File: src/logic/plccfg_pkg.sv
// Package: offsets, fields and reset values of the link config registers
`default_nettype none
package plccfg_pkg;
  localparam int ADDR_W = 8; // Register address width
  // Register offsets
  localparam logic [7:0] OFS_CURR = 8'h32; // line_current_limit_config
  localparam logic [7:0] OFS_WIN = 8'h33; // line_voltage_window_config
  localparam logic [7:0] OFS_RTY = 8'h34; // line_link_retry_config
  localparam logic [7:0] OFS_IRQ_STS = 8'h38; // Interrupt status, W1C
  localparam logic [7:0] OFS_IRQ_MSK = 8'h39; // Interrupt mask
  localparam logic [7:0] OFS_LINK_STS = 8'h3a; // Live link state
  // Reset values
  localparam logic [7:0] RST_CURR = 8'hbf; // Minimise on, force off, 0x3f
  localparam logic [7:0] RST_WIN = 8'ha5; // Discharge 1, drop 2, 1, 1
  localparam logic [7:0] RST_RTY = 8'h3f; // Retry codes 7 and 7
  localparam logic [7:0] RST_MSK = 8'h00; // All interrupts masked
  // Field positions
  localparam int B_MIN = 7; // Minimise bit
  localparam int B_FORCE = 6; // Force-limit bit
  localparam int B_DSC = 7; // Discharge enable
  localparam int B_MON = 7; // Monitor disable
  localparam int B_CONP = 6; // Connection policy
  localparam int B_REQ_LSB = 3; // Request refusal code lsb
  localparam int B_PKT_LSB = 0; // Packet retry code lsb
  // Interrupt status bit positions
  localparam int IRQ_REQ_ERR = 0; // Request refusal limit reached
  localparam int IRQ_PKT_ERR = 1; // Packet retry limit reached
  localparam int IRQ_CONN = 2; // Connected state entered
  localparam int IRQ_N = 3; // Number of interrupt sources
  localparam logic [5:0] CURR_MIN = 6'h00; // Minimum limit code
  localparam int SYNC_N = 3; // Pin synchroniser depth
endpackage : plccfg_pkg
`default_nettype wire

File: src/logic/plccfg_retry_if.sv
// Interface: retry counter controls and results
`default_nettype none
interface plccfg_retry_if;
  logic [2:0] req_code; // Request refusal code
  logic [2:0] pkt_code; // Packet retry code
  logic bulk; // Bulk mode
  logic req_nack; // Request refused
  logic req_ack; // Request accepted
  logic pkt_nack; // Packet refused
  logic pkt_ack; // Packet accepted
  logic req_err; // Request error pulse
  logic pkt_err; // Packet error pulse
  logic pkt_retry; // Resend packet pulse
  logic req_retry; // Resend request pulse
  modport top (output req_code, pkt_code, bulk, req_nack, req_ack,
    pkt_nack, pkt_ack, input req_err, pkt_err, pkt_retry, req_retry);
  modport cnt (input req_code, pkt_code, bulk, req_nack, req_ack,
    pkt_nack, pkt_ack, output req_err, pkt_err, pkt_retry, req_retry);
endinterface : plccfg_retry_if
`default_nettype wire

File: src/logic/plccfg_top.sv
// Link configuration registers for the power-line slave, with controls
//
// The strobed register port was chosen for this implementation.
`default_nettype none
module plccfg_top
  import plccfg_pkg::*;
(
  input wire logic core_clk, // 200 MHz device clock
  input wire logic rst_b, // Async reset, active low
  input wire logic [7:0] reg_addr, // Register address
  input wire logic [7:0] reg_wdata, // Write data
  input wire logic reg_wr, // Write strobe
  input wire logic reg_rd, // Read strobe
  output logic [7:0] reg_rdata, // Read data, cycle after strobe
  output logic irq, // Level interrupt
  input wire logic line_below_sys, // Comparator, async pin
  input wire logic line_below_bat, // Comparator, async pin
  input wire logic system_undervoltage, // Undervoltage, async pin
  input wire logic line_supply, // Line supply present, async pin
  input wire logic [5:0] charger_limit, // Charger's own limit code
  input wire logic detect_fsm_en, // Master detection enabled
  input wire logic bulk_mode, // Bulk transfer mode active
  input wire logic poll_rx, // Poll packet received pulse
  input wire logic req_nack, // Master refused request pulse
  input wire logic req_ack, // Master accepted request pulse
  input wire logic pkt_nack, // Master refused packet pulse
  input wire logic pkt_ack, // Master accepted packet pulse
  output logic [5:0] current_limit_code, // Applied limit
  output logic discharge_en, // Line discharge path
  output logic line_watch, // Watch the line for traffic
  output logic connected, // Connected state
  output logic [2:0] dropout_select, // Dropout threshold select
  output logic [1:0] lower_window_select, // Lower window select
  output logic [1:0] upper_window_select, // Upper window select
  output logic req_retry, // Resend request pulse
  output logic pkt_retry, // Resend packet pulse
  output logic xfer_err // Transfer error pulse
);
  // Configuration registers, all host visible
  logic [7:0] curr_r; // line_current_limit_config
  logic [7:0] win_r; // line_voltage_window_config
  logic [7:0] rty_r; // line_link_retry_config
  logic [IRQ_N-1:0] sts_r; // Sticky interrupt status
  logic [IRQ_N-1:0] msk_r; // Interrupt mask, 1 enables
  logic [7:0] rdata_nxt; // Read mux result
  logic [IRQ_N-1:0] evt; // Event pulses this cycle
  logic [3:0] pin_in; // Raw async inputs
  logic [3:0] pin_s; // Filtered async inputs
  // Control path state
  logic [5:0] lim_nxt; // Next applied limit
  logic conn_nxt; // Next connected state
  logic [5:0] lim_r; // Applied limit register
  logic dsc_r; // Discharge output register
  logic watch_r; // Line watch register
  logic conn_r; // Connected register
  // Write address hits
  logic wr_curr; // Write hits current register
  logic wr_win; // Write hits window register
  logic wr_rty; // Write hits retry register

  plccfg_retry_if rif (); // Retry counter link

  // Async pins: three stages, change taken when stages 1 and 2 agree
  assign pin_in = {line_supply, system_undervoltage, line_below_bat,
    line_below_sys};
  // Pins idle low, so a zero reset value gives no false edge
  // Agreement of two stages filters single-cycle glitches
  genvar gi;
  generate
    for (gi = 0; gi < 4; gi++)
    begin : g_sync
      logic [SYNC_N-1:0] sh_r; // Synchroniser stages
      logic val_r; // Accepted level
      always_ff @(posedge core_clk or negedge rst_b)
      begin
        if (!rst_b)
          sh_r <= '0;
        else
          sh_r <= {sh_r[SYNC_N-2:0], pin_in[gi]};
      end
      // Stage 0 is read only by stage 1, avoiding metastable fan-out
      always_ff @(posedge core_clk or negedge rst_b)
      begin
        if (!rst_b)
          val_r <= 1'b0;
        else if (sh_r[1] == sh_r[2])
          val_r <= sh_r[2];
      end
      assign pin_s[gi] = val_r;
    end
  endgenerate

  // Write decode
  // Unmapped writes fall through and change nothing
  assign wr_curr = reg_wr && (reg_addr == OFS_CURR);
  assign wr_win = reg_wr && (reg_addr == OFS_WIN);
  assign wr_rty = reg_wr && (reg_addr == OFS_RTY);

  // Current limit config register
  // Written whole; all eight bits are read-write
  always_ff @(posedge core_clk or negedge rst_b)
  begin
    if (!rst_b)
      curr_r <= RST_CURR;
    else if (wr_curr)
      curr_r <= reg_wdata;
  end

  // Voltage window config register
  // Fields feed the analog window selects directly
  always_ff @(posedge core_clk or negedge rst_b)
  begin
    if (!rst_b)
      win_r <= RST_WIN;
    else if (wr_win)
      win_r <= reg_wdata;
  end

  // Retry config register
  // New codes apply from the next refusal onward
  always_ff @(posedge core_clk or negedge rst_b)
  begin
    if (!rst_b)
      rty_r <= RST_RTY;
    else if (wr_rty)
      rty_r <= reg_wdata;
  end

  // Interrupt mask register
  // A set mask bit lets its source raise irq
  always_ff @(posedge core_clk or negedge rst_b)
  begin
    if (!rst_b)
      msk_r <= RST_MSK[IRQ_N-1:0];
    else if (reg_wr && reg_addr == OFS_IRQ_MSK)
      msk_r <= reg_wdata[IRQ_N-1:0];
  end

  // Sticky status: write one clears, a same-cycle event wins
  // Losing an event to a clear would hide an error for good
  always_ff @(posedge core_clk or negedge rst_b)
  begin
    if (!rst_b)
      sts_r <= '0;
    else if (reg_wr && reg_addr == OFS_IRQ_STS)
      sts_r <= (sts_r & ~reg_wdata[IRQ_N-1:0]) | evt;
    else
      sts_r <= sts_r | evt;
  end

  // Level interrupt from unmasked status
  // Registered so irq never glitches on bus decode
  // Costs one cycle of latency after the status bit
  always_ff @(posedge core_clk or negedge rst_b)
  begin
    if (!rst_b)
      irq <= 1'b0;
    else
      irq <= |(sts_r & msk_r);
  end

  // Applied current limit
  // Force overrides everything, minimise next, then charger
  // The charger may only lower the limit, never raise it
  always_comb
  begin
    if (curr_r[B_FORCE])
      lim_nxt = curr_r[5:0];
    else if (curr_r[B_MIN] && (pin_s[0] || pin_s[1]))
      lim_nxt = CURR_MIN;
    else if (charger_limit < curr_r[5:0])
      lim_nxt = charger_limit;
    else
      lim_nxt = curr_r[5:0];
  end

  // Applied limit register; zero for one edge after reset
  always_ff @(posedge core_clk or negedge rst_b)
  begin
    if (!rst_b)
      lim_r <= 6'h00;
    else
      lim_r <= lim_nxt;
  end

  // Discharge path and line watching
  // Both follow the filtered pins, so they lag the pin
  // by four to five cycles
  always_ff @(posedge core_clk or negedge rst_b)
  begin
    if (!rst_b)
    begin
      dsc_r <= 1'b0;
      watch_r <= 1'b0;
    end
    else
    begin
      dsc_r <= pin_s[2] && win_r[B_DSC];
      // Detection FSM owns the line when it is enabled
      watch_r <= !detect_fsm_en && !rty_r[B_MON] && pin_s[3];
    end
  end

  // Connection state; supply loss always disconnects
  // Policy 1 needs no packet; policy 0 waits for a poll
  // The connect event fires on the 0 to 1 step
  always_comb
  begin
    if (!pin_s[3])
      conn_nxt = 1'b0;
    else if (rty_r[B_CONP])
      conn_nxt = 1'b1;
    else if (poll_rx)
      conn_nxt = 1'b1;
    else
      conn_nxt = conn_r;
  end

  // Connected state register
  always_ff @(posedge core_clk or negedge rst_b)
  begin
    if (!rst_b)
      conn_r <= 1'b0;
    else
      conn_r <= conn_nxt;
  end

  // Retry counter hookup
  // Only the refusal codes, bulk mode and live strobes cross over
  assign rif.req_code = rty_r[B_REQ_LSB+2:B_REQ_LSB];
  assign rif.pkt_code = rty_r[B_PKT_LSB+2:B_PKT_LSB];
  assign rif.bulk = bulk_mode;
  assign rif.req_nack = req_nack;
  assign rif.req_ack = req_ack;
  assign rif.pkt_nack = pkt_nack;
  assign rif.pkt_ack = pkt_ack;

  plccfg_retry u_retry (
    .core_clk (core_clk),
    .rst_b (rst_b),
    .rif (rif.cnt)
  );

  // Events into status
  // Error pulses come straight from the counters
  // Connect event is the rising step of the connected state
  always_comb
  begin
    evt = '0;
    evt[IRQ_REQ_ERR] = rif.req_err;
    evt[IRQ_PKT_ERR] = rif.pkt_err;
    evt[IRQ_CONN] = conn_nxt && !conn_r;
  end

  // Read mux; unmapped addresses read zero
  // Status and mask read back in the low bits
  always_comb
  begin
    unique case (reg_addr)
      OFS_CURR: rdata_nxt = curr_r;
      OFS_WIN: rdata_nxt = win_r;
      OFS_RTY: rdata_nxt = rty_r;
      OFS_IRQ_STS: rdata_nxt = {5'h00, sts_r};
      OFS_IRQ_MSK: rdata_nxt = {5'h00, msk_r};
      OFS_LINK_STS: rdata_nxt = {conn_r, watch_r, lim_r};
      default: rdata_nxt = 8'h00;
    endcase
  end

  // Read data registered, valid only the cycle after the strobe
  // Zero between reads, so stale data never lingers
  always_ff @(posedge core_clk or negedge rst_b)
  begin
    if (!rst_b)
      reg_rdata <= 8'h00;
    else if (reg_rd)
      reg_rdata <= rdata_nxt;
    else
      reg_rdata <= 8'h00;
  end

  // Outputs
  // Window fields are passed out as stored
  // Either counter's error drives the one error pulse
  assign current_limit_code = lim_r;
  assign discharge_en = dsc_r;
  assign line_watch = watch_r;
  assign connected = conn_r;
  assign dropout_select = win_r[6:4];
  assign lower_window_select = win_r[3:2];
  assign upper_window_select = win_r[1:0];
  assign req_retry = rif.req_retry;
  assign pkt_retry = rif.pkt_retry;
  assign xfer_err = rif.req_err || rif.pkt_err;
endmodule : plccfg_top
`default_nettype wire

File: src/logic/plccfg_retry.sv
// Retry counters for bulk data-output requests and data packets
`default_nettype none
module plccfg_retry
  import plccfg_pkg::*;
(
  input wire logic core_clk, // Device clock
  input wire logic rst_b, // Async reset, active low
  plccfg_retry_if.cnt rif // Counter controls
);
  logic [7:0] req_cnt_r; // Refusals of current request
  logic [2:0] pkt_cnt_r; // Refusals of current packet
  logic [7:0] req_lim; // 2**code refusals allowed
  logic req_last; // This refusal hits the limit
  logic pkt_last; // This refusal hits the limit

  // Limits decoded from the codes
  assign req_lim = 8'h01 << rif.req_code;
  assign req_last = (req_cnt_r + 8'h01) >= req_lim;
  assign pkt_last = pkt_cnt_r >= rif.pkt_code;

  // Request refusal counter; outside bulk mode refusals are ignored
  always_ff @(posedge core_clk or negedge rst_b)
  begin
    if (!rst_b)
      req_cnt_r <= 8'h00;
    else if (rif.req_ack || !rif.bulk)
      req_cnt_r <= 8'h00;
    else if (rif.req_nack)
    begin
      if (req_last)
        req_cnt_r <= 8'h00; // Item abandoned, start fresh
      else
        req_cnt_r <= req_cnt_r + 8'h01;
    end
  end

  // Packet refusal counter, code+1 tries in total
  always_ff @(posedge core_clk or negedge rst_b)
  begin
    if (!rst_b)
      pkt_cnt_r <= 3'h0;
    else if (rif.pkt_ack || !rif.bulk)
      pkt_cnt_r <= 3'h0;
    else if (rif.pkt_nack)
    begin
      if (pkt_last)
        pkt_cnt_r <= 3'h0;
      else
        pkt_cnt_r <= pkt_cnt_r + 3'h1;
    end
  end

  // Outcome pulses, combinational from the refusal strobe
  assign rif.req_err = rif.bulk && rif.req_nack && !rif.req_ack
    && req_last;
  assign rif.req_retry = rif.bulk && rif.req_nack && !rif.req_ack
    && !req_last;
  assign rif.pkt_err = rif.bulk && rif.pkt_nack && !rif.pkt_ack
    && pkt_last;
  assign rif.pkt_retry = rif.bulk && rif.pkt_nack && !rif.pkt_ack
    && !pkt_last;
endmodule : plccfg_retry
`default_nettype wire

File: config.mk
export PLATFORM = sky130hd
export DESIGN_NAME = plccfg_top
export DESIGN_NICKNAME = d
export VERILOG_FILES = /design/src/logic/plccfg_pkg.sv /design/src/logic/plccfg_retry_if.sv /design/src/logic/plccfg_top.sv /design/src/logic/plccfg_retry.sv
export SDC_FILE = /design/constraint.sdc
export NUM_CORES = 1
export LEC_CHECK = 0
export BUFFER_PORTS_ARGS = -buffer_cell sky130_fd_sc_hd__buf_2
export CORE_MARGIN = 2
export CORE_UTILIZATION = 55
export CTS_BUF_LIST = sky130_fd_sc_hd__clkbuf_4 sky130_fd_sc_hd__clkbuf_8
export CTS_CLUSTER_DIAMETER = 150
export DETAILED_ROUTE_END_ITERATION = 8
export GPL_ROUTABILITY_DRIVEN = 0
export PLACE_DENSITY = 0.84
export RECOVER_POWER = 100
export SYNTH_ARGS = -nofsm -noshare
export SYNTH_HDL_FRONTEND = slang
export SYNTH_HIERARCHICAL = 1
export SYNTH_SLANG_ARGS = --single-unit
File: constraint.sdc
create_clock -name core_clk -period 4.7 [get_ports core_clk]
set_clock_uncertainty 0.2 [all_clocks]
set_input_delay 0.47 -clock core_clk [delete_from_list [all_inputs] [get_ports core_clk]]
set_output_delay 0.47 -clock core_clk [all_outputs]
set_load 0.01 [all_outputs]
==> metrics.md <==
| Metric | Value |
|---|---|
| Result of the run | finished with violations |
| Violated checks | max-capacitance violations, max-slew violations |
| Number of flops mapped to enable cells by yosys | 0 |
| Number of unique standard cell types used by synthesis | 65 |
| Area growth syn-to-layout | 11.17% |
| Worst setup SP type | register |
| Worst setup path category | register to primary output |
| Critical-path top delay cell | sky130_fd_sc_hd__o211ai_1 |
| Number of top-level pins | 65 |
| HPWL reported at the end of detailed placement | roughly 6.5 mm |
| Initial cell density of the core | 0.5755 |
| Seq/Total Area, Yosys | 0.4775 |
| CTS tree | built |
| Total setup violations reported at the end of the flow | 0 |
| Setup repair after global routing missed its margin | false |
| Residual antenna-violating net count after detailed routing | 0 |
| Routed length per instance | 17.13 um |
| Number of synthesized register bits | 75 |
| Total non-filler cell area in the finished layout | 0.004419 mm^2 |
| Cell taking the most area after synthesis | sky130_fd_sc_hd__dfrtp_1 |
| Top-area cell type share of the netlist area | 0.3651 |
| Top cells by area in the synthesized netlist | sky130_fd_sc_hd__dfrtp_1 (37%), sky130_fd_sc_hd__dfstp_2 (11%), sky130_fd_sc_hd__mux2_2 (5.9%) |
| Antenna Diode Count | 0 |
| Final Cycle Share | 0.8246 |
| Final critical delay including setup and external delays | 3.876 ns |
| DRC violation count after routing | 0 |
| Total global routing overflow | 0 |
| Most numerous cell types in the synthesized netlist | sky130_fd_sc_hd__dfrtp_1 (58), sky130_fd_sc_hd__nand2_1 (42), sky130_fd_sc_hd__inv_1 (24) |
| Number of filler cells placed in the layout | 562 |
| Vias per cell | 5.726 |
| Slowest cell delay on critical path | 0.60 ns |
| Standby leakage power | 2.038 nW |
| Main flop type after synthesis | sky130_fd_sc_hd__dfrtp_1 |
| Total iterations of the first detailed-routing run | 5 |
| Worst vdd rail ir drop | 0.1958 mV |
| Synthesized netlist net count | 419 |
| Path depth of the worst reg2reg path | 10 |
| Synthesis Warnings | 6 |
| Global-route total usage across every layer | 0.2450 |
| Cell count after synthesis | 364 |
| X dimension of the die | 89.02 um |
| Placeable core region | 0.006907 mm^2 |
| Worst hold path type | primary input to register |
| Routed vias | 3,012 |
| Net total in the final layout | 480 |
| Relative max-transition margin | -0.4186 |
| CP Launch Point | u_retry/req_cnt_r[0] |
| Number of maximum-capacitance constraint violations | 3 |
| Initial antenna violation count | 0 |
| Worst Max-Slew Pin Slew | 2.108 ns |
| Post-Synthesis Cell Area | ~0.004 mm^2 |
| Clock sinks | 75 |
| I/O Buffers | 64 |
| Clock insertion delay at the later pin of the skew report | 0.36 ns |
| Critical register-to-register path startpoint | u_retry/req_cnt_r[0] |
| Iter 0 DRT Violations | 179 |
| Power per cell area | between 300 and 400 mW/mm^2 |
| First-pass GRT wire length | 14.55 mm |
| Maximum clock frequency | 258.0 MHz |
| Async set-reset flop share out of synthesis | 1.000 |
| Die Span Y | a little under 90 um |
| Num CTS Buffers | 9 |
| Maximum number of pins on one net before global-route repair | 76 |
| Setup_tns | 0 ns |
| Endpoint required time on the critical path | approximately 4.0 ns |
| Fraction of final layout cells with drive strength greater than 1 | 0.2279 |
| Max Transition Viols Final | 95 |
| Data arrival time at the worst-slack endpoint | about 3.2 ns |
| Dpl cell area | 0.004299 mm^2 |
| Register clock-pin slew on the reported worst setup and hold paths | 0.08 ns |
| Cell-by-cell trace of the critical path | ha_1 > nand3_1 > nor2_1 > xnor2_1 > inv_1 > ha_1 > nand3_1 > or3_1 > o211ai_1 > inv_2 > clkbuf_1 |
| Post CTS Setup Buffer Count | 0 |
| Floorplan die area | 0.007924 mm^2 |
| Mean instance size in the synthesized netlist | approximately 11 um^2 |
| Worst flop-to-flop path endpoint | u_retry/req_cnt_r[6] |
| Final wirelength | 9.012 mm |
| Standard-cell rows | 30 |
| Setup slack of the most critical reg-to-reg path | 1.50 ns |
| Final count of hold timing violations | 0 |
| Clock buffer depth | 2 |
| H-tree depth | 3 |
| CTS Root Cell | sky130_fd_sc_hd__clkbuf_8 |
| Vias in the first global route | about 3.0k |
| Maximum fanout along the worst path | 7 |
| Critical Path Sink | req_retry |
| Most repeated cell in the gate-level netlist after synthesis | sky130_fd_sc_hd__dfrtp_1 |
| Critical Path Sink Type | primary output |
worst min-delay path by stage:
stage / slack, ns / end / cells past startpoint / startpoint
after global placement: 0.13 / g_sync[3].sh_r[1] / 0 / g_sync[3].sh_r[0]
after detailed placement: 0.14 / g_sync[2].sh_r[1] / 0 / g_sync[2].sh_r[0]
after floorplan: -0.03 / connected / 0 / rst_b
after global routing: 0.04 / line_watch / 2 / detect_fsm_en
final: 0.07 / line_watch / 2 / detect_fsm_en
after CTS: 0.0005 / g_sync[0].sh_r[0] / 1 / line_below_sys
what timing repair did:
action,in CTS,in global routing
endpoints found under the hold margin,3,1
setup endpoints to repair,0,0
resized for setup,0,0
hold buffers,3,1
stage by stage:
| stage | setup WS, ns | hold slack (ns) | instances | total power, mW | util |
|---|---|---|---|---|---|
| 2_1_floorplan | 1.654 | -0.02559 | 364 | 0.8239 | - |
| 3_3_place_gp | 1.424 | 0.1316 | 506 | 0.8827 | 0.6225 |
| 3_5_place_dp | 1.268 | 0.1355 | 506 | 0.8917 | 0.6225 |
| 4_1_cts | 0.8561 | 0.0005101 | 525 | 1.418 | 0.6565 |
| 5_1_grt | 0.5778 | 0.04238 | 526 | 1.465 | 0.6399 |
| 6_report | 0.8245 | 0.07159 | 526 | 1.396 | 0.6399 |
worst max-delay path, delay by kind of cell (launching register included):
family | cells | cell delay (ns)
AOI/OAI and AO/OA | 1 | 0.60
xor gates and xnor gates | 1 | 0.17
adders and majority gates | 2 | 0.58
buffers and inverters | 3 | 0.25
DFF | 1 | 0.48
and+or+nand+nor | 4 | 0.77
state kept, by name, indices dropped and copies added (netlist names), 4 cells and up:
name                count
curr_r                  8
g_sync.val_r            4
u_retry/req_cnt_r       8
win_r                   8
reg_rdata               8
g_sync.sh_r            12
current_limit_code      6
rty_r                   8
report_power, final:
| group | switching, mW | total, mW | internal, mW |
|---|---|---|---|
| registers | 0.0294 | 0.716 | 0.686 |
| clock network | 0.267 | 0.523 | 0.256 |
| logic | 0.0891 | 0.157 | 0.0684 |
layout by cell type (no fill, tap or decap), types with 10 or more instances in the layout:
cell type,n
sky130_fd_sc_hd__a21oi_1,11
sky130_fd_sc_hd__buf_2,38
sky130_fd_sc_hd__clkbuf_1,26
sky130_fd_sc_hd__dfrtp_1,58
sky130_fd_sc_hd__dfstp_2,12
sky130_fd_sc_hd__ha_1,18
sky130_fd_sc_hd__inv_1,24
sky130_fd_sc_hd__mux2_2,21
sky130_fd_sc_hd__mux2i_1,13
sky130_fd_sc_hd__nand2_1,42
sky130_fd_sc_hd__nand3b_1,10
sky130_fd_sc_hd__nor2_1,14
sky130_fd_sc_hd__o21ai_0,18
logic make-up after synthesis:
kind of cell / Yosys count / synth area share
buffers and inverters: 44 / 0.05540
multiplexers: 34 / 0.09222
AND/OR/NAND/NOR: 117 / 0.1674
AO/OA/AOI/OAI: 66 / 0.1275
XOR/XNOR: 6 / 0.01322
adder cells (fa/ha/maj): 22 / 0.06673
flip-flops: 75 / 0.4775
routing by layer:
layer  track usage  wire length, um  vias up
li1              -                -     1407
met1        0.3023             3719     1459
met2        0.3915             4392      121
met3       0.07941              590       25
met4        0.1167              309        0
met5             0                0        -
final cells by class:
class	instances	area, um^2	area share
flip-flops and latches	75	1898	0.4295
well taps	96	120.1	0.02718
repair buffers	69	332.8	0.07531
clock buffers	9	123.9	0.02803
multi-input cells	245	1769	0.4003
clock inverters	7	81.33	0.01840
inverters	25	93.84	0.02123
(Power assumes the default switching activity.)
